<file path="src/rtl/pmic_cfg_pkg.sv">
package pmic_cfg_pkg;
  // ****************************************
  // Register offsets
  // ****************************************
  localparam logic [7:0] ADDR_IND1_ON = 8'h08;
  localparam logic [7:0] ADDR_IND1_PER = 8'h09;
  localparam logic [7:0] ADDR_IND2_ON = 8'h0a;
  localparam logic [7:0] ADDR_IND2_PER = 8'h0b;
  localparam logic [7:0] ADDR_MAIN_CFG = 8'h0c;
  localparam logic [7:0] ADDR_CORE_CFG = 8'h0d;
  localparam logic [7:0] ADDR_REG_EN = 8'h0e;
  // ****************************************
  // Field positions
  // ****************************************
  localparam int MODE_BIT = 7;
  localparam int FORCED_FIXED_FREQ_BIT = 7;
  localparam int UNDERVOLTAGE_THRESHOLD_SEL_LSB = 5;
  localparam int SUPPLY_SEL_BIT = 4;
  localparam int LP_EN_BIT = 3;
  localparam int MAIN_DIS_BIT = 2;
  localparam int CORE_OFF_BIT = 7;
  localparam int CORE_CODE_LSB = 4;
  localparam int CORE_LP_HI_BIT = 2;
  localparam int CORE_LP_LO_BIT = 3;
  localparam int MOTOR_BIT = 1;
  localparam int CORE_DIS_BIT = 0;
  // ****************************************
  // Reset values
  // ****************************************
  localparam logic [7:0] RST_IND = 8'h00;
  localparam logic [7:0] RST_MAIN_CFG = 8'h32;
  localparam logic [7:0] RST_CORE_CFG = 8'h48;
  localparam logic [7:0] RST_CORE_STRAP_MASK = 8'h30;
  localparam logic [7:0] RST_REG_EN = 8'h88;
  // ****************************************
  // Timing
  // ****************************************
  localparam int CLK_HZ = 100_000_000;
  localparam int ON_STEP_MS = 10;
  localparam int PER_STEP_MS = 100;
  localparam int ON_STEP_CYC = CLK_HZ / 1000 * ON_STEP_MS;
  localparam int PER_STEP_CYC = CLK_HZ / 1000 * PER_STEP_MS;
  // ****************************************
  // Indicator modes
  // ****************************************
  typedef enum logic [1:0] {
    MODE_DEFAULT = 2'b00,
    MODE_BLINK = 2'b01,
    MODE_OFF = 2'b10,
    MODE_ON = 2'b11
  } ind_mode_t;
endpackage

</file>
<file path="src/rtl/blink_gen.sv">
`timescale 1ns/100ps
module blink_gen #(
  parameter int ON_STEP = 1_000_000,
  parameter int PER_STEP = 10_000_000
) (
  input wire logic ref_clk,
  input wire logic arst_n,
  input wire logic enable,
  input wire logic [6:0] on_units,
  input wire logic [6:0] per_units,
  output logic drive
);
  // ****************************************
  // Step prescalers and interval counters
  // ****************************************
  logic [31:0] on_pre_reg;
  logic [31:0] per_pre_reg;
  logic [7:0] on_cnt_reg;
  logic [7:0] per_cnt_reg;
  logic drive_reg;
  wire on_tick = (on_pre_reg == 32'(ON_STEP - 1));
  wire per_tick = (per_pre_reg == 32'(PER_STEP - 1));
  // Zero codes run as one step, the least interval
  wire [7:0] on_len = (on_units == 7'h00) ? 8'h01 : {1'b0, on_units};
  wire [7:0] per_len = (per_units == 7'h00) ? 8'h01 : {1'b0, per_units};
  wire per_end = per_tick && (per_cnt_reg >= per_len - 8'h01);
  wire on_end = on_tick && (on_cnt_reg >= on_len - 8'h01);

  // Drive for on-time at each period start, then release
  always_ff @(posedge ref_clk or negedge arst_n) begin
    if (!arst_n) begin
      on_pre_reg <= 32'h0;
      per_pre_reg <= 32'h0;
      on_cnt_reg <= 8'h00;
      per_cnt_reg <= 8'h00;
      drive_reg <= 1'b0;
    end else if (!enable) begin
      on_pre_reg <= 32'h0;
      per_pre_reg <= 32'h0;
      on_cnt_reg <= 8'h00;
      per_cnt_reg <= 8'h00;
      drive_reg <= 1'b1;
    end else begin
      on_pre_reg <= (on_tick || per_end) ? 32'h0 : on_pre_reg + 32'h1;
      per_pre_reg <= per_tick ? 32'h0 : per_pre_reg + 32'h1;
      if (per_end) begin
        per_cnt_reg <= 8'h00;
        on_cnt_reg <= 8'h00;
        drive_reg <= 1'b1;
      end else begin
        if (per_tick) per_cnt_reg <= per_cnt_reg + 8'h01;
        if (on_tick && drive_reg) on_cnt_reg <= on_cnt_reg + 8'h01;
        if (on_end) drive_reg <= 1'b0;
      end
    end
  end
  assign drive = drive_reg;
endmodule

</file>
<file path="src/rtl/indicator_blink_and_supply_config.sv">
// Contract
// - Indicator one modes: charger, blink, off, on
// - Timing registers override charger per mode bits
// - On-time in 10 ms steps, minimum 10
// - Indicator one period in 100 ms steps
// - Indicator two period in 100 ms steps
// - Indicator two modes: off, blink, off, on
// - Forced fixed frequency blocks pulse skipping
// - Two-bit undervoltage threshold select
// - Supply select picks wait or low-power
// - Sleep enable gates the sleep pin
// - Main discharge while main converter off
// - Main code, strap default, rewritable
// - Core-off bit disables core in low-power
// - Three-bit core voltage code
// - Core code reset follows core strap
// - Low-power core code is 0 plus bits
// - Motor drive bit switches motor transistor
// - Core discharge in wait or low-power off
// - Regulator enable and sleep-off behaviour
`timescale 1ns/100ps
module indicator_blink_and_supply_config #(
  parameter int ON_STEP_CYC = pmic_cfg_pkg::ON_STEP_CYC,
  parameter int PER_STEP_CYC = pmic_cfg_pkg::PER_STEP_CYC
) (
  input wire logic ref_clk,
  input wire logic arst_n,
  input wire logic wr_en,
  input wire logic [7:0] wr_addr,
  input wire logic [7:0] wr_data,
  input wire logic [7:0] rd_addr,
  output logic [7:0] rd_data,
  input wire logic charger_led_req,
  input wire logic sleep_request_pin,
  input wire logic io_rail_strap_pin,
  input wire logic cpu_rail_strap_pin,
  output logic charge_indicator_pin_oe,
  output logic second_indicator_pin_oe,
  output logic forced_fixed_freq,
  output logic [1:0] undervoltage_threshold_sel,
  output logic wait_mode,
  output logic low_power_mode,
  output logic main_enable,
  output logic main_discharge,
  output logic [1:0] io_rail_code,
  output logic core_enable,
  output logic core_discharge,
  output logic [2:0] cpu_rail_code,
  output logic motor_drive_enable,
  output logic [1:0] regulator_on,
  output logic [1:0] regulator_low_power,
  output logic [1:0] ldo2_code,
  output logic [1:0] ldo1_code
);
  // ****************************************
  // Register storage
  // ****************************************
  logic [7:0] indicator1_on_time_reg;
  logic [7:0] indicator1_period_reg;
  logic [7:0] indicator2_on_time_reg;
  logic [7:0] indicator2_period_reg;
  logic [7:0] main_converter_config_reg;
  logic [7:0] core_converter_config_reg;
  logic [7:0] regulator_enable_voltage_reg;
  logic strap_done_reg;

  // Write strobes per register
  wire wr_i1_on = wr_en && (wr_addr == pmic_cfg_pkg::ADDR_IND1_ON);
  wire wr_i1_per = wr_en && (wr_addr == pmic_cfg_pkg::ADDR_IND1_PER);
  wire wr_i2_on = wr_en && (wr_addr == pmic_cfg_pkg::ADDR_IND2_ON);
  wire wr_i2_per = wr_en && (wr_addr == pmic_cfg_pkg::ADDR_IND2_PER);
  wire wr_main = wr_en && (wr_addr == pmic_cfg_pkg::ADDR_MAIN_CFG);
  wire wr_core = wr_en && (wr_addr == pmic_cfg_pkg::ADDR_CORE_CFG);
  wire wr_regs = wr_en && (wr_addr == pmic_cfg_pkg::ADDR_REG_EN);

  // Indicator one on-time and upper mode bit
  always_ff @(posedge ref_clk or negedge arst_n) begin
    if (!arst_n) begin
      indicator1_on_time_reg <= pmic_cfg_pkg::RST_IND;
    end else if (wr_i1_on) begin
      indicator1_on_time_reg <= wr_data;
    end
  end

  // Indicator one period and lower mode bit
  always_ff @(posedge ref_clk or negedge arst_n) begin
    if (!arst_n) begin
      indicator1_period_reg <= pmic_cfg_pkg::RST_IND;
    end else if (wr_i1_per) begin
      indicator1_period_reg <= wr_data;
    end
  end

  // Indicator two on-time and upper mode bit
  always_ff @(posedge ref_clk or negedge arst_n) begin
    if (!arst_n) begin
      indicator2_on_time_reg <= pmic_cfg_pkg::RST_IND;
    end else if (wr_i2_on) begin
      indicator2_on_time_reg <= wr_data;
    end
  end

  // Indicator two period and lower mode bit
  always_ff @(posedge ref_clk or negedge arst_n) begin
    if (!arst_n) begin
      indicator2_period_reg <= pmic_cfg_pkg::RST_IND;
    end else if (wr_i2_per) begin
      indicator2_period_reg <= wr_data;
    end
  end

  // ****************************************
  // Converter config with strap capture
  // ****************************************
  // Straps are sampled on the first edge after reset release; a write in
  // that cycle still wins over the strap value.
  wire [7:0] main_strap = {pmic_cfg_pkg::RST_MAIN_CFG[7:1], io_rail_strap_pin};
  wire [7:0] core_strap = pmic_cfg_pkg::RST_CORE_CFG | (cpu_rail_strap_pin ? pmic_cfg_pkg::RST_CORE_STRAP_MASK : 8'h00);

  // Marks that the straps have been taken once
  always_ff @(posedge ref_clk or negedge arst_n) begin
    if (!arst_n) begin
      strap_done_reg <= 1'b0;
    end else begin
      strap_done_reg <= 1'b1;
    end
  end

  // Main converter config, write beats strap capture
  always_ff @(posedge ref_clk or negedge arst_n) begin
    if (!arst_n) begin
      main_converter_config_reg <= pmic_cfg_pkg::RST_MAIN_CFG;
    end else if (wr_main) begin
      main_converter_config_reg <= wr_data;
    end else if (!strap_done_reg) begin
      main_converter_config_reg <= main_strap;
    end
  end

  // Core converter config, write beats strap capture
  always_ff @(posedge ref_clk or negedge arst_n) begin
    if (!arst_n) begin
      core_converter_config_reg <= pmic_cfg_pkg::RST_CORE_CFG;
    end else if (wr_core) begin
      core_converter_config_reg <= wr_data;
    end else if (!strap_done_reg) begin
      core_converter_config_reg <= core_strap;
    end
  end

  // Regulator enables, sleep bits and voltage codes
  always_ff @(posedge ref_clk or negedge arst_n) begin
    if (!arst_n) begin
      regulator_enable_voltage_reg <= pmic_cfg_pkg::RST_REG_EN;
    end else if (wr_regs) begin
      regulator_enable_voltage_reg <= wr_data;
    end
  end

  // ****************************************
  // Read path
  // ****************************************
  logic [7:0] rd_next;
  always_comb begin
    case (rd_addr)
      pmic_cfg_pkg::ADDR_IND1_ON: rd_next = indicator1_on_time_reg;
      pmic_cfg_pkg::ADDR_IND1_PER: rd_next = indicator1_period_reg;
      pmic_cfg_pkg::ADDR_IND2_ON: rd_next = indicator2_on_time_reg;
      pmic_cfg_pkg::ADDR_IND2_PER: rd_next = indicator2_period_reg;
      pmic_cfg_pkg::ADDR_MAIN_CFG: rd_next = main_converter_config_reg;
      pmic_cfg_pkg::ADDR_CORE_CFG: rd_next = core_converter_config_reg;
      pmic_cfg_pkg::ADDR_REG_EN: rd_next = regulator_enable_voltage_reg;
      default: rd_next = 8'h00;
    endcase
  end

  // ****************************************
  // Indicator generators
  // ****************************************
  wire [1:0] ind1_mode = {indicator1_on_time_reg[pmic_cfg_pkg::MODE_BIT], indicator1_period_reg[pmic_cfg_pkg::MODE_BIT]};
  wire [1:0] ind2_mode = {indicator2_on_time_reg[pmic_cfg_pkg::MODE_BIT], indicator2_period_reg[pmic_cfg_pkg::MODE_BIT]};
  // Timing fields and blink enables, one entry per indicator
  wire [6:0] on_units [2];
  wire [6:0] per_units [2];
  wire [1:0] blink_en;
  wire [1:0] blink_drive;
  assign on_units[0] = indicator1_on_time_reg[6:0];
  assign per_units[0] = indicator1_period_reg[6:0];
  assign on_units[1] = indicator2_on_time_reg[6:0];
  assign per_units[1] = indicator2_period_reg[6:0];
  assign blink_en[0] = (ind1_mode == pmic_cfg_pkg::MODE_BLINK);
  assign blink_en[1] = (ind2_mode == pmic_cfg_pkg::MODE_BLINK);
  wire ind1_blink = blink_drive[0];
  wire ind2_blink = blink_drive[1];

  // One blink generator per indicator
  generate
    for (genvar g = 0; g < 2; g++) begin : g_blink
      blink_gen #(.ON_STEP(ON_STEP_CYC), .PER_STEP(PER_STEP_CYC)) u_blink (
        .ref_clk(ref_clk),
        .arst_n(arst_n),
        .enable(blink_en[g]),
        .on_units(on_units[g]),
        .per_units(per_units[g]),
        .drive(blink_drive[g])
      );
    end
  endgenerate

  // Mode selection for the two open-drain pins
  logic ind1_next;
  logic ind2_next;
  always_comb begin
    case (ind1_mode)
      pmic_cfg_pkg::MODE_DEFAULT: ind1_next = charger_led_req;
      pmic_cfg_pkg::MODE_BLINK: ind1_next = ind1_blink;
      pmic_cfg_pkg::MODE_OFF: ind1_next = 1'b0;
      default: ind1_next = 1'b1;
    endcase
    case (ind2_mode)
      pmic_cfg_pkg::MODE_BLINK: ind2_next = ind2_blink;
      pmic_cfg_pkg::MODE_ON: ind2_next = 1'b1;
      default: ind2_next = 1'b0;
    endcase
  end

  // ****************************************
  // Power mode decode
  // ****************************************
  wire [7:0] mc = main_converter_config_reg;
  wire [7:0] cc = core_converter_config_reg;
  wire [7:0] rg = regulator_enable_voltage_reg;
  wire sleep_active = sleep_request_pin && mc[pmic_cfg_pkg::LP_EN_BIT];
  wire wait_next = sleep_active && !mc[pmic_cfg_pkg::SUPPLY_SEL_BIT];
  wire lp_next = sleep_active && mc[pmic_cfg_pkg::SUPPLY_SEL_BIT];
  wire core_off_lp = lp_next && cc[pmic_cfg_pkg::CORE_OFF_BIT];
  wire core_en_next = !wait_next && !core_off_lp;
  wire core_dis_next = cc[pmic_cfg_pkg::CORE_DIS_BIT] && (wait_next || core_off_lp);
  wire main_dis_next = mc[pmic_cfg_pkg::MAIN_DIS_BIT] && wait_next;
  // Low-power code keeps the top bit clear
  wire [2:0] core_code_next = lp_next ?
    {1'b0, cc[pmic_cfg_pkg::CORE_LP_HI_BIT], cc[pmic_cfg_pkg::CORE_LP_LO_BIT]} :
    cc[pmic_cfg_pkg::CORE_CODE_LSB +: 3];
  // Regulator pairs: bit 7/6 for two, bit 3/2 for one
  wire [1:0] reg_en = {rg[7], rg[3]};
  wire [1:0] reg_slp_off = {rg[6], rg[2]};
  wire [1:0] reg_on_next = reg_en & ~({2{lp_next}} & reg_slp_off);
  wire [1:0] reg_lp_next = reg_on_next & {2{lp_next}};

  // Read data, one edge after the address
  always_ff @(posedge ref_clk or negedge arst_n) begin
    if (!arst_n) begin
      rd_data <= 8'h00;
    end else begin
      rd_data <= rd_next;
    end
  end

  // Open-drain enables of the two indicator pins
  always_ff @(posedge ref_clk or negedge arst_n) begin
    if (!arst_n) begin
      charge_indicator_pin_oe <= 1'b0;
      second_indicator_pin_oe <= 1'b0;
    end else begin
      charge_indicator_pin_oe <= ind1_next;
      second_indicator_pin_oe <= ind2_next;
    end
  end

  // Settings shared by both converters
  always_ff @(posedge ref_clk or negedge arst_n) begin
    if (!arst_n) begin
      forced_fixed_freq <= 1'b0;
      undervoltage_threshold_sel <= 2'h1;
    end else begin
      forced_fixed_freq <= mc[pmic_cfg_pkg::FORCED_FIXED_FREQ_BIT];
      undervoltage_threshold_sel <= mc[pmic_cfg_pkg::UNDERVOLTAGE_THRESHOLD_SEL_LSB +: 2];
    end
  end

  // Sleep modes entered through the pin
  always_ff @(posedge ref_clk or negedge arst_n) begin
    if (!arst_n) begin
      wait_mode <= 1'b0;
      low_power_mode <= 1'b0;
    end else begin
      wait_mode <= wait_next;
      low_power_mode <= lp_next;
    end
  end

  // Main converter controls
  always_ff @(posedge ref_clk or negedge arst_n) begin
    if (!arst_n) begin
      main_enable <= 1'b0;
      main_discharge <= 1'b0;
      io_rail_code <= 2'h2;
    end else begin
      main_enable <= !wait_next;
      main_discharge <= main_dis_next;
      io_rail_code <= mc[1:0];
    end
  end

  // Core converter controls
  always_ff @(posedge ref_clk or negedge arst_n) begin
    if (!arst_n) begin
      core_enable <= 1'b0;
      core_discharge <= 1'b0;
      cpu_rail_code <= 3'h4;
    end else begin
      core_enable <= core_en_next;
      core_discharge <= core_dis_next;
      cpu_rail_code <= core_code_next;
    end
  end

  // Motor transistor
  always_ff @(posedge ref_clk or negedge arst_n) begin
    if (!arst_n) begin
      motor_drive_enable <= 1'b0;
    end else begin
      motor_drive_enable <= cc[pmic_cfg_pkg::MOTOR_BIT];
    end
  end

  // Regulator on and reduced-power states
  always_ff @(posedge ref_clk or negedge arst_n) begin
    if (!arst_n) begin
      regulator_on <= 2'h0;
      regulator_low_power <= 2'h0;
    end else begin
      regulator_on <= reg_on_next;
      regulator_low_power <= reg_lp_next;
    end
  end

  // Regulator voltage codes
  always_ff @(posedge ref_clk or negedge arst_n) begin
    if (!arst_n) begin
      ldo2_code <= 2'h0;
      ldo1_code <= 2'h0;
    end else begin
      ldo2_code <= rg[5:4];
      ldo1_code <= rg[1:0];
    end
  end
endmodule

</file>
<file path="config.mk">
export PLATFORM = sky130hd
export DESIGN_NAME = indicator_blink_and_supply_config
export DESIGN_NICKNAME = d
export VERILOG_FILES = /design/src/rtl/pmic_cfg_pkg.sv /design/src/rtl/blink_gen.sv /design/src/rtl/indicator_blink_and_supply_config.sv
export SDC_FILE = /design/constraint.sdc
export NUM_CORES = 1
export LEC_CHECK = 0
export BUFFER_PORTS_ARGS = -buffer_cell sky130_fd_sc_hd__buf_2
export CORE_AREA = 2 2 149 151
export DETAILED_ROUTE_END_ITERATION = 8
export DIE_AREA = 0 0 151 153
export PLACE_DENSITY = 0.78
export SLEW_MARGIN = 20
export SYNTH_ARGS = -nofsm -noshare
export SYNTH_HDL_FRONTEND = slang
export SYNTH_SLANG_ARGS = --single-unit
</file>
<file path="constraint.sdc">
create_clock -name ref_clk -period 4 [get_ports ref_clk]
set_input_delay 0.4 -clock ref_clk [delete_from_list [all_inputs] [get_ports ref_clk]]
set_output_delay 0.4 -clock ref_clk [all_outputs]
set_load 0.02 [all_outputs]
</file>
* Word level (Yosys, flattened, before mapping)
Cells that the tools add are included.
Widths: inputs -> output; s select.
** Word-level totals
- Bits in registers :: 252
- Input port bits :: 31
** Cells by class
- Add/sub/neg operators :: 12
- Magnitude comparators :: 4
- Equal/unequal tests :: 30
- Multiplexer cells :: 39
- Bitwise operators :: 4
- Reduce and logical (&&, ||, !) cells :: 31
** Operators with widths (count)
- $mux 32 :: 8
- $add 32x1->32 const B :: 4
- $mux 8 :: 16
- $eq 8x4->1 const B :: 14
- $eq 32x20->1 const B :: 2
- $eq 32x24->1 const B :: 2
- $pmux 8 s7 :: 1
- $add 8x1->8 const B :: 4
- $ge 8x8->1 :: 4
- $sub 8x1->8 const B :: 4
- $logic_not 7->1 :: 4
- $mux 7 :: 4
- $logic_and 1x1->1 :: 20
- $ne 3x3->1 const B :: 6
- $and 2x2->2 :: 3
- $mux 1 :: 6
- $mux 6 :: 1
- $eq 2x1->1 const B :: 2
- $eq 2x2->1 const B :: 2
- $ne 2x1->1 const B :: 2
- $logic_not 1->1 :: 3
- $logic_or 1x1->1 :: 3
- $mux 3 :: 1
- $pmux 1 s3 :: 1
- 3 further kinds :: 3

* Longest topological paths before layout
Gate-level depths: netlist of run 1.
- Word-level depth :: 8
- Depth in mapped cells :: 14
- Gate-level depth less buffers :: 12

* Cells and area by module
From an unflattened synthesis of run 1, not the netlist that was laid out.
** Unflattened totals
- Cell total of the unflattened synthesis :: 1290
- Area total of the unflattened synthesis :: 13211.4 um2
** Modules (own cells, without submodules)
- blink_gen (g_blink[0].u_blink) :: instances 1, cells an instance 509, area an instance 4737.0 um2, sequential area each 2026.9 um2
- blink_gen (g_blink[1].u_blink) :: instances 1, cells an instance 486, area an instance 4709.5 um2, sequential area each 2026.9 um2
- indicator_blink_and_supply_config :: instances 1, cells an instance 295, area an instance 3764.9 um2, sequential area each 2264.7 um2

* Worst setup path after synthesis of run 1
No wires, ideal clock.
- Path kind :: reg2reg
- Start :: reg indicator2_period_reg[2]
- End :: reg g_blink[1].u_blink.drive_reg
- Data arrival time :: 2.830 ns
- Path slack :: 1.046 ns
- Stages on the path, launching flop included :: 13
- Buffers on the path :: 1
- Period minus slack after synthesis :: 2.954 ns
- Cell sequence :: dfrtp_1 -> clkbuf_1 -> nor3_1 -> a21oi_1 -> ha_1 -> nand3b_1 -> xor2_1 -> ha_1 -> a21o_1 -> a211o_1 -> a211oi_2 -> nor2_1 -> a211o_1
** Between the ends
- Longest elaborated chain between the ends :: 7
- Elaborated cells between the ends (all ways) :: 8
- Classes of those cells :: add/sub: 1; order compare: 1; eq/ne: 1; mux: 3; reduce/logical: 2
** Ends and longest elaborated chain
- from (decl) :: RTL line indicator_blink_and_supply_config.sv:61 : logic [7:0] indicator2_period_reg;
- from (signal assigned) :: RTL line indicator_blink_and_supply_config.sv:106 : indicator2_period_reg <= pmic_cfg_pkg::RST_IND;
- from (signal assigned) :: RTL line indicator_blink_and_supply_config.sv:108 : indicator2_period_reg <= wr_data;
- $logic_not 7->1 :: RTL line blink_gen.sv:25 : wire [7:0] per_len = (per_units == 7'h00) ? 8'h01 : {1'b0, per_units};
- $mux 7 (*) :: RTL line blink_gen.sv:25
- $sub 8x1->8 (*) :: RTL line blink_gen.sv:26 : wire per_end = per_tick && (per_cnt_reg >= per_len - 8'h01);
- $ge 8x8->1 (*) :: RTL line blink_gen.sv:26
- $logic_and 1x1->1 (*) :: RTL line blink_gen.sv:26
- $mux 1 :: RTL line blink_gen.sv:46 : if (per_end) begin
- $mux 1 :: RTL line blink_gen.sv:37 : end else if (!enable) begin
- to (signal assigned) :: RTL line blink_gen.sv:36 : drive_reg <= 1'b0;
- to (signal assigned) :: RTL line blink_gen.sv:42 : drive_reg <= 1'b1;
- to (signal assigned) :: RTL line blink_gen.sv:49 : drive_reg <= 1'b1;
- to (decl) :: RTL line blink_gen.sv:20 : logic drive_reg;
Every way passes the cells marked *; elsewhere a longest branch is shown, timed or not.
A chain may end at the register's enable or synchronous reset.

* Worst setup path after layout of run 1
- Start :: reg indicator1_period_reg[3]
- End :: reg g_blink[0].u_blink.per_cnt_reg[5]
** Between the ends
- Longest elaborated chain between the ends :: 7
- Elaborated cells between the ends (all ways) :: 8
- Classes of those cells :: add/sub: 1; order compare: 1; eq/ne: 1; mux: 3; reduce/logical: 2
** Ends and longest elaborated chain
- from (decl) :: RTL line indicator_blink_and_supply_config.sv:59 : logic [7:0] indicator1_period_reg;
- from (signal assigned) :: RTL line indicator_blink_and_supply_config.sv:88 : indicator1_period_reg <= pmic_cfg_pkg::RST_IND;
- from (signal assigned) :: RTL line indicator_blink_and_supply_config.sv:90 : indicator1_period_reg <= wr_data;
- $logic_not 7->1 :: RTL line blink_gen.sv:25
- $mux 7 (*) :: RTL line blink_gen.sv:25
- $sub 8x1->8 (*) :: RTL line blink_gen.sv:26
- $ge 8x8->1 (*) :: RTL line blink_gen.sv:26
- $logic_and 1x1->1 (*) :: RTL line blink_gen.sv:26
- $mux 8 :: RTL line blink_gen.sv:46
- $mux 8 :: RTL line blink_gen.sv:37
- to (signal assigned) :: RTL line blink_gen.sv:51 : if (per_tick) per_cnt_reg <= per_cnt_reg + 8'h01;
- to (decl) :: RTL line blink_gen.sv:19 : logic [7:0] per_cnt_reg;
Marks and branches as above.

==> results of run 1 <==
## per-layer routing
metal  wire, um  track usage [%]
met1      12330            32.35
met2      13500            40.61
met3       1082            3.463
met4        722            7.610
met5          0                0
## final cells by class
type                            count  area share (%)
Multi-Input combinational cell    976           44.22
Sequential cell                   252           42.87
Clock buffer                       39           5.517
Timing Repair Buffer               72           2.852
Tap cell                          280           2.377
Inverter                           47           1.197
Clock inverter                     12          0.9761
## worst reg2reg max path: cells and delay by family (launching register included)
| kind | cells | cell delay, ns |
|---|---|---|
| AOI/OAI and AO/OA | 3 | 0.69 |
| adders and majority gates | 2 | 0.52 |
| and+or+nand+nor | 4 | 1.24 |
| DFF | 1 | 0.45 |
| xor gates and xnor gates | 1 | 0.14 |
## stage by stage
stage | util (%) | setup slack (ns) | total power, mW | std cells
after floorplan | - | 1.046 | 2.849 | 1322
after CTS | 68.61 | 0.7832 | 5.625 | 1678
final | 68.61 | 0.8085 | 5.580 | 1678
after global routing | 68.61 | 0.5038 | 5.771 | 1678
after detailed placement | 64.10 | 0.8290 | 2.992 | 1626
after global placement | 64.10 | 0.9640 | 2.982 | 1626
## kinds of logic after synthesis
logic type	count (synthesis)	share of synthesized area, %
buf+inv	94	2.819
compound gates	136	6.579
other cells	1	0.02845
xor+xnor	137	9.104
mux	62	5.829
simple gates	592	23.52
fa+ha+maj	44	4.177
flops	252	47.94
## worst max path at each step
stage / end / slack, ns / depth (start not counted)
finish: g_blink[0].u_blink.per_cnt_reg[5]$_DFFE_PN0P_ / 0.81 / 10
global route: g_blink[1].u_blink.on_cnt_reg[2]$_DFFE_PN0P_ / 0.50 / 12
CTS: g_blink[0].u_blink.on_cnt_reg[1]$_DFFE_PN0P_ / 0.78 / 10
detailed placement: g_blink[0].u_blink.on_cnt_reg[1]$_DFFE_PN0P_ / 0.83 / 10
global placement: g_blink[0].u_blink.on_cnt_reg[7]$_DFFE_PN0P_ / 0.96 / 10
floorplan: g_blink[1].u_blink.drive$_DFFE_PN0P_ / 1.05 / 12
## cell usage in the layout, fill, tap and decap left out, types with 9 or more instances in the layout
cell	instances
nand2_1	87
inv_1	46
and2_1	17
xor2_1	36
ha_1	44
nor2b_1	9
nand4_1	34
buf_2	62
a21oi_1	47
and4_1	13
or3_1	10
mux2i_1	16
xnor2_1	101
or4_1	10
and3_1	28
mux2_2	38
clkbuf_16	29
nand3_1	54
o21ai_0	21
nor2_1	180
dfstp_2	10
nor3_1	45
nor4_1	49
dfrtp_1	242
## power breakdown
part | switching [mW] | total [mW] | internal (mW)
clock | 1.03 | 2.63 | 1.61
sequential | 0.0403 | 2.63 | 2.59
combinational | 0.206 | 0.322 | 0.116
==> results by group, run 1 <==
Worst setup path
  – Setup crit end kind: flop
  – CP top delay family: simple AND/OR/NAND/NOR gates
  – Reg2reg end: g_blink[0].u_blink.per_cnt_reg[5]$_DFFE_PN0P_
  – WP buf/inv: 0
  – RR Startpoint: indicator1_period_reg[3]$_DFFE_PN0P_
  – CP Class: reg -> reg
  – R2R Setup Slk: 0.81 ns
  – Setup crit start: indicator1_period_reg[3]$_DFFE_PN0P_
  – Reg2Reg Depth: 10
  – Critical path peak fanout: 11
  – Data required time of the worst path: approximately 4.4 ns
  – Max stage delay on crit path: slightly below 0.7 ns
  – Slowest CP cell: nor2_1
  – CP arrival: about 3.6 ns
  – Worst path cell trace: nor3_1, a21oi_1, ha_1, nor3b_1, xnor2_1, ha_1, nand4_1, o31a_1, nor2_1, a21oi_1
  – Startpoint Class: flop

Placed design
  – Placement Cell Area: around 0.014 mm2
  – DP HPWL: between 15,000 and 20,000 um
  – GP Congestion: between 0.8 and 0.9
  – Port Buf Inserts: 63

Cells and area
  – P&R area growth vs syn: 11.84%
  – Final instance area: ~0.015 mm2
  – Footprint of the multi-input gates: ~0.0065 mm2
  – Fill cell count: 1,579
  – Share of cells above drive strength 1: between 10 and 15%
  – # diodes: 0
  – Register area: around 0.0063 mm2
  – Final net count: ~1.5k

Floorplanning
  – Initial Util: just over 60%
  – Core area: around 0.021 mm2
  – Die X: 151 um
  – Row cnt: 54
  – Die height: about 150 um
  – Die ar.: roughly 0.023 mm2
  – I/O pin cnt: 64

Clocking
  – CTS buffer count: 28
  – Post-CTS resize count: 0
  – Post-CTS Setup Bufs: 0
  – CTS Sinks: around 250
  – CTS max path bufs: 3
  – # H-tree levels: 1
  – Clock latency on the worst-skew pair: between 0.5 and 0.6 ns
  – CTS tree: done
  – CTS clk-pin slew, worst paths: about 0.060 ns
  – Hold_buf cts: 1
  – Root Driver: clkbuf_16

Synthesis
  – Cells after Synth: 1,318
  – Post-synth EDFFs: 0
  – Mapped Area: about 0.013 mm2
  – Yosys top cell area share: 45.95%
  – Syn Area/Cell: ~10 um2
  – #FFs+latches synth: 252
  – Warnings, synthesis: 0
  – Synth top area cells: dfrtp_1 (46%), xnor2_1 (6.7%), nor2_1 (5.1%), ha_1 (4.2%), mux2_2 (3.2%)
  – Top FF cell, synth: dfrtp_1
  – Synth async-reset ratio: 100.0%
  – Synth area leader: dfrtp_1
  – Sequential area share after synthesis: between 40% and 50%
  – Top cells by count, synth: dfrtp_1 (242), nor2_1 (180), xnor2_1 (101), nand2_1 (87), nand3_1 (54)
  – Cell with the most instances after synthesis: dfrtp_1
  – Synth cell types: 70

Pwr
  – Pleak: 6.133 nW
  – Cell Pwr Density: 378.6 mW/mm2
  – Peak VDD IR: between 0.0003 and 0.0004 V

Route
  – Initial DRC count: between 500 and 600
  – Vias post-DR: a little under 10k
  – Mean routed wirelength per cell: 16.47 um
  – Pre-antenna DRT Iters: 5
  – Number of routed nets with antenna violations: 0
  – DR vias/cell: slightly below 6
  – Residual DRC: 0
  – Final WL: ~28,000 um

Global route
  – Pin count of the biggest net entering global routing: 87
  – Initial antenna violation count: 0
  – Global route total overflow: 0
  – Number of global-route vias before repair: between 9k and 10k
  – Global-route wire length before repair: roughly 46,000 um
  – Gr usage total: between 20% and 30%

Timing
  – Fmax: ~310 MHz
  – Slew Limit Fails: 0
  – Final Hold Vio Count: 0
  – RSZ-0062 raised after global routing: no
  – Clock skew: approximately 0.010 ns
  – Min Hold Slack: ~0.13 ns
  – Final period utilization: between 70 and 80%
  – Worst Tran Pin Value: 0.9861 ns
  – Final setup TNS: 0 ns
  – Tmin final: ~3.2 ns
  – Finish-stage setup viols: 0
  – Max-slew headroom: about a third

Job
  – Max-cap violation count: 0

Hold path
  – Worst Hold Depth: 2
  – Worst min-delay path class: in -> reg
  – Worst Hold End: regulator_enable_voltage_reg[1]$_DFFE_PN0P_
  – Hold_sp: wr_data[1]

Status
  – Status: finished clean
No activity file was read; power rests on OpenSTA's default activity.
==> inputs of run 2 (changes only) <==
--- a/config.mk
+++ b/config.mk
@@ -6,10 +6,10 @@
 export NUM_CORES = 1
 export LEC_CHECK = 0
 export BUFFER_PORTS_ARGS = -buffer_cell sky130_fd_sc_hd__buf_2
-export CORE_AREA = 2 2 149 151
+export CORE_AREA = 2 2 157 159
 export DETAILED_ROUTE_END_ITERATION = 8
-export DIE_AREA = 0 0 151 153
-export PLACE_DENSITY = 0.78
+export DIE_AREA = 0 0 159 161
+export PLACE_DENSITY = 0.74
 export SLEW_MARGIN = 20
 export SYNTH_ARGS = -nofsm -noshare
 export SYNTH_HDL_FRONTEND = slang
==> constraint.sdc (replaced) <==
create_clock -name ref_clk -period 2.6 [get_ports ref_clk]
set_input_delay 0.26 -clock ref_clk [delete_from_list [all_inputs] [get_ports ref_clk]]
set_output_delay 0.26 -clock ref_clk [all_outputs]
set_load 0.02 [all_outputs]
==> results by group, run 2 (synthesized netlist as in run 1, its figures left out) <==
Status
  – Status: finished with violations
  – Failing checks: negative setup slack

Floorplanning
  – Die height: between 150 and 200 um
  – I/O pin cnt: 64
  – Initial Util: between 50% and 60%
  – Die ar.: roughly 0.026 mm2
  – Core area: roughly 0.024 mm2
  – Die X: ~160 um
  – Row cnt: 57

Timing
  – Worst Tran Pin Value: 0.6630 ns
  – Tmin final: about 2.8 ns
  – Max-slew headroom: between 50% and 60%
  – Final Hold Vio Count: 0
  – Final setup margin: -0.1620 ns
  – Slew Limit Fails: 0
  – Clock skew: about 0.012 ns
  – Final period utilization: 106.2%
  – Finish-stage setup viols: 70
  – RSZ-0062 raised after global routing: yes
  – Fmax: approximately 360 MHz
  – Min Hold Slack: 0.02203 ns

Pwr
  – Switch share: 23.48%
  – Cell Pwr Density: 560.4 mW/mm2
  – Combinational share of power: under 10%
  – Clock power share: roughly 47%
  – Peak VDD IR: ~0.00055 V
  – Pleak: about 6.6 nW
  – Switching power: between 2 and 2.5 mW
  – Sequential group share of total power: ~45%
  – Int Power: between 6 and 7 mW

Cells and area
  – Final net count: around 1.5k
  – Non-filler instance count after layout: between 1.5k and 2k
  – P&R area growth vs syn: 20.20%
  – # diodes: 0
  – Share of cells above drive strength 1: a little under a quarter
  – Most frequent cells in the layout: dfrtp_1 (242), nor2_1 (153), xnor2_1 (101)
  – Most common cell after layout, fill and taps aside: dfrtp_1

Placed design
  – DP HPWL: slightly below 20,000 um
  – GP Congestion: between 0.8 and 0.9
  – Port Buf Inserts: 63
  – Inst Count DP: approximately 1.7k

Worst setup path
  – Critical path peak fanout: 8
  – Setup crit end kind: flop
  – Startpoint Class: flop
  – CP Class: reg -> reg
  – Data required time of the worst path: between 3 and 4 ns
  – CP arrival: between 3 and 4 ns
  – R2R Setup Slk: -0.16 ns

Global route
  – Initial antenna violation count: 0
  – Number of global-route vias before repair: approximately 10k
  – Pin count of the biggest net entering global routing: 90
  – Routing usage on met2: between 30% and 40%
  – Grt peak-use layer: met2
  – Global route total overflow: 0
  – Global-route track usage on met3: 2.696%
  – Met1 GRT Util: between 30% and 40%
  – Gr usage total: between 20% and 30%
  – Global-route wire length before repair: 48,710 um

Clocking
  – CTS tree: done
  – CTS clk-pin slew, worst paths: approximately 0.060 ns
  – CTS max path bufs: 3
  – # H-tree levels: 1
  – Root Driver: clkbuf_16
  – CTS Sinks: ~250
  – Clock latency on the worst-skew pair: 0.54 ns
  – CTS buffer count: 28

Route
  – Vias post-DR: just over 10k
  – DR vias/cell: between 5 and 6
  – Residual DRC: 0
  – Number of routed nets with antenna violations: 0
  – Mean routed wirelength per cell: approximately 16 um
  – Final WL: around 29,000 um
  – Pre-antenna DRT Iters: 6
  – Initial DRC count: 543

Job
  – Max-cap violation count: 0

Hold path
  – Worst min-delay path class: in -> reg
-- run 2: cell count changes in the layout (fill, tap and decap cells not counted), sizes merged --
cell | before | now
buf | 71 | 133
clkinvlp | 2 | 6
clkbuf | 39 | 36
dlygate4sd3 | 1 | 3
bufinv | 3 | 4
-- run 2: what timing repair did --
action / in CTS / in global routing
hold buffers: 3 / 0
resized for setup: 13 / 87
pin swaps: 5 / 42
setup endpoints to repair: 95 / 97
endpoints found under the hold margin: 82 / 0
buffers inserted: 2 / 5
cloned: 0 / 2
-- run 2: power by group through the flow --
| stage | clock, mW | sequential [mW] | combinational (mW) |
|---|---|---|---|
| 2_1_floorplan | 0 | 4.10 | 0.297 |
| 3_3_place_gp | 0 | 4.09 | 0.597 |
| 3_5_place_dp | 0 | 4.09 | 0.614 |
| 4_1_cts | 4.22 | 4.02 | 0.635 |
| 5_1_grt | 4.40 | 4.03 | 0.769 |
| 6_report | 4.16 | 4.02 | 0.698 |
-- run 2: final cells by class --
type,count,area (um2)
fillers,1843,8120
repair buffers,138,1016
flip-flops and latches,252,6319
well taps,324,405.4
clock buffers,34,774.5
multi-input cells,976,6937
clock inverters,17,215.2
inverters,47,176.4
-- run 2: path summary, 6_finish.rpt --
path                                                          start                                           to  depth (start not counted)
max                            indicator1_period_reg[3]$_DFFE_PN0P_  g_blink[0].u_blink.on_pre_reg[25]$_DFF_PN0_                         12
min                                               io_rail_strap_pin     main_converter_config_reg[0]$_DFFE_PN0P_                          3
max reg2reg                    indicator1_period_reg[3]$_DFFE_PN0P_  g_blink[0].u_blink.on_pre_reg[25]$_DFF_PN0_                         12
min reg2reg                main_converter_config_reg[1]$_DFFE_PN1P_                    io_rail_code[1]$_DFF_PN1_                          0
max in group asynchronous                                    arst_n  g_blink[1].u_blink.per_pre_reg[3]$_DFF_PN0_                          3
min in group asynchronous                                    arst_n                     core_discharge$_DFF_PN0_                          2
-- run 2: layer usage --
metal	part of all wire (%)	up-vias	wire length, um
li1	-	4918	-
met1	45	5044	13150
met2	50	180	14420
met3	3.3	40	957
met4	1.7	0	504
met5	0	-	0
-- run 2: critical path: stages (launching register included) --
cell and delay, ns:
dfrtp_1 0.40, nor3_2 0.26, a21oi_2 0.10, ha_2 0.20, nor3b_4 0.15, xnor2_1 0.12, ha_1 0.27, nand4_1 0.12
o31a_1 0.35, buf_6 0.15, o21ai_4 0.24, clkbuf_16 0.25, nor2_4 0.03
-- run 2: through the flow --
stage / setup TNS, ns / power, mW / util [%] / setup WS, ns / instance area, um2
after floorplan: -3.494 / 4.398 / - / -0.1075 / 13260
after global placement: -2.269 / 4.684 / 59.73 / -0.07496 / 14310
after detailed placement: -6.266 / 4.703 / 59.73 / -0.1514 / 14310
after CTS: -2.887 / 8.877 / 64.27 / -0.1062 / 15400
after global routing: -16.32 / 9.198 / 66.11 / -0.2465 / 15840
final: -6.918 / 8.879 / 66.11 / -0.1620 / 15840
==> inputs of run 3 (changes only) <==
--- a/config.mk
+++ b/config.mk
@@ -6,9 +6,9 @@
 export NUM_CORES = 1
 export LEC_CHECK = 0
 export BUFFER_PORTS_ARGS = -buffer_cell sky130_fd_sc_hd__buf_2
-export CORE_AREA = 2 2 157 159
+export CORE_AREA = 2 2 129 193
 export DETAILED_ROUTE_END_ITERATION = 8
-export DIE_AREA = 0 0 159 161
+export DIE_AREA = 0 0 131 195
 export PLACE_DENSITY = 0.74
 export SLEW_MARGIN = 20
 export SYNTH_ARGS = -nofsm -noshare
==> results by group, run 3 (synthesized netlist as in run 1, its figures left out) <==
Pwr
  – Pleak: approximately 6.6 nW
  – Peak VDD IR: between 0.0004 and 0.0005 V
  – Overall power: roughly 8.6 mW
  – Cell Pwr Density: 538.5 mW/mm2

Job
  – Max-cap violation count: 0

Global route
  – Initial antenna violation count: 0
  – Global-route wire length before repair: about 49,000 um
  – Pin count of the biggest net entering global routing: 80
  – Gr usage total: between 20% and 30%
  – Number of global-route vias before repair: ~11k
  – Global route total overflow: 0

Timing
  – Slew Limit Fails: 0
  – Final setup margin: -0.1832 ns
  – Final Hold Vio Count: 0
  – Max-slew headroom: ~60%
  – Clock skew: 0.01929 ns
  – RSZ-0062 raised after global routing: yes
  – Fmax: about 360 MHz
  – Min Hold Slack: around 0.011 ns
  – Finish-stage setup viols: 94
  – Worst Tran Pin Value: a little over 0.6 ns
  – Final period utilization: 107.0%
  – Tmin final: 2.783 ns

Worst setup path
  – Critical path peak fanout: 8
  – Worst path cell trace: nor3_4, a21oi_2, buf_4, nand2_4, buf_4, nor2_1, a21oi_1, ha_1, o21a_1, nor2_1, o31a_1, o21ai_4, clkbuf_16, nor2_2
  – Setup crit end kind: flop
  – Slowest CP cell: dfrtp_1
  – Max stage delay on crit path: 0.42 ns
  – CP Class: reg -> reg
  – Data required time of the worst path: roughly 3 ns
  – Startpoint Class: flop
  – R2R Setup Slk: -0.18 ns
  – CP arrival: ~3.2 ns

Clocking
  – Root Driver: clkbuf_16
  – CTS max path bufs: 3
  – CTS tree: done
  – # H-tree levels: 1
  – Clock latency on the worst-skew pair: between 0.5 and 0.6 ns
  – CTS buffer count: 26
  – CTS clk-pin slew, worst paths: 0.06 ns
  – CTS Sinks: roughly 250

Cells and area
  – Share of cells above drive strength 1: around 24%
  – Most common cell after layout, fill and taps aside: dfrtp_1
  – Most frequent cells in the layout: dfrtp_1 (242), nor2_1 (144), xnor2_1 (101)
  – P&R area growth vs syn: 20.97%
  – Non-filler instance count after layout: ~1.8k
  – Util after Layout: 67.16%
  – Final net count: about 1.5k
  – # diodes: 0

Route
  – Vias post-DR: 10.40k
  – DR vias/cell: roughly 5.8
  – Final WL: about 30,000 um
  – Pre-antenna DRT Iters: 5
  – Residual DRC: 0
  – Number of routed nets with antenna violations: 0
  – Initial DRC count: about 660
  – Mean routed wirelength per cell: between 15 and 20 um

Status
  – Failing checks: negative setup slack
  – Status: finished with violations

Floorplanning
  – Core area: 0.02374 mm2
  – Initial Util: between 50% and 60%
  – Die ar.: 0.02555 mm2
  – Die height: 195 um
  – Die X: ~130 um
  – I/O pin cnt: 64
  – Row cnt: 69

Placed design
  – GP Congestion: approximately 0.86
  – DP HPWL: between 15,000 and 20,000 um
  – Port Buf Inserts: 63
  – Inst Count DP: between 1.5k and 2k

Hold path
  – Worst min-delay path class: in -> reg
==> run 3: where the power goes <==
group | switching (mW) | leakage (nW) | internal, mW
registers | 0.0481 | 3.42 | 3.98
clock network | 1.60 | 0.417 | 2.19
logic | 0.438 | 2.76 | 0.332
total | 2.09 | 6.60 | 6.50
==> run 3: per-layer routing <==
layer / wire (um) / part of all wire, % / track usage [%] / vias up
met5: 0 / 0 / 0 / -
met4: 1207 / 3.9 / 9.417 / 0
met3: 1079 / 3.5 / 2.301 / 87
met2: 16290 / 53 / 42.14 / 228
met1: 11990 / 39 / 27.99 / 5146
li1: - / - / - / 4937
==> run 3: path summary, 6_finish.rpt <==
path                                                          endpoint  depth (start not counted)                                      from
max in group asynchronous      undervoltage_threshold_sel[0]$_DFF_PN1_                          3                                    arst_n
min in group asynchronous             regulator_low_power[1]$_DFF_PN0_                          2                                    arst_n
min reg2reg                    undervoltage_threshold_sel[0]$_DFF_PN1_                          0  main_converter_config_reg[5]$_DFFE_PN1P_
max reg2reg                g_blink[0].u_blink.on_pre_reg[19]$_DFF_PN0_                         14      indicator1_period_reg[5]$_DFFE_PN0P_
min                           main_converter_config_reg[0]$_DFFE_PN0P_                          3                         io_rail_strap_pin
max                        g_blink[0].u_blink.on_pre_reg[19]$_DFF_PN0_                         14      indicator1_period_reg[5]$_DFFE_PN0P_
==> run 3: final cells by class <==
type	count	area, um2
Clock buffer	32	723.2
Clock inverter	15	158.9
Fill cell	1753	7797
Inverter	47	176.4
Multi-Input combinational cell	976	7004
Sequential cell	252	6319
Tap cell	319	399.1
Timing Repair Buffer	150	1164
==> run 3: metrics by stage <==
stage	cell area [um2]	TNS, ns	setup WS (ns)
6_report	15940	-12.14	-0.1832
4_1_cts	15440	-4.411	-0.1220
2_1_floorplan	13260	-3.494	-0.1075
5_1_grt	15940	-27.33	-0.3782
3_5_place_dp	14320	-4.400	-0.1292
3_3_place_gp	14320	-1.445	-0.05266
==> run 3: repair_timing <==
action | in CTS | in global routing
gates cloned | 2 | 4
hold endpoints to repair | 70 | 0
gates resized for setup | 29 | 93
hold buffers | 3 | 0
setup endpoints to repair | 95 | 97
buffers inserted | 5 | 8
pin swaps | 10 | 39
==> run 3: worst max-delay path: cells and delay by family, from the launching register on <==
kind                       cells  cell delay (ns)
adders and majority gates      1             0.28
AOI/OAI and AO/OA              5             1.07
and+or+nand+nor                5             0.36
DFF                            1             0.42
buffers and inverters          3             0.52
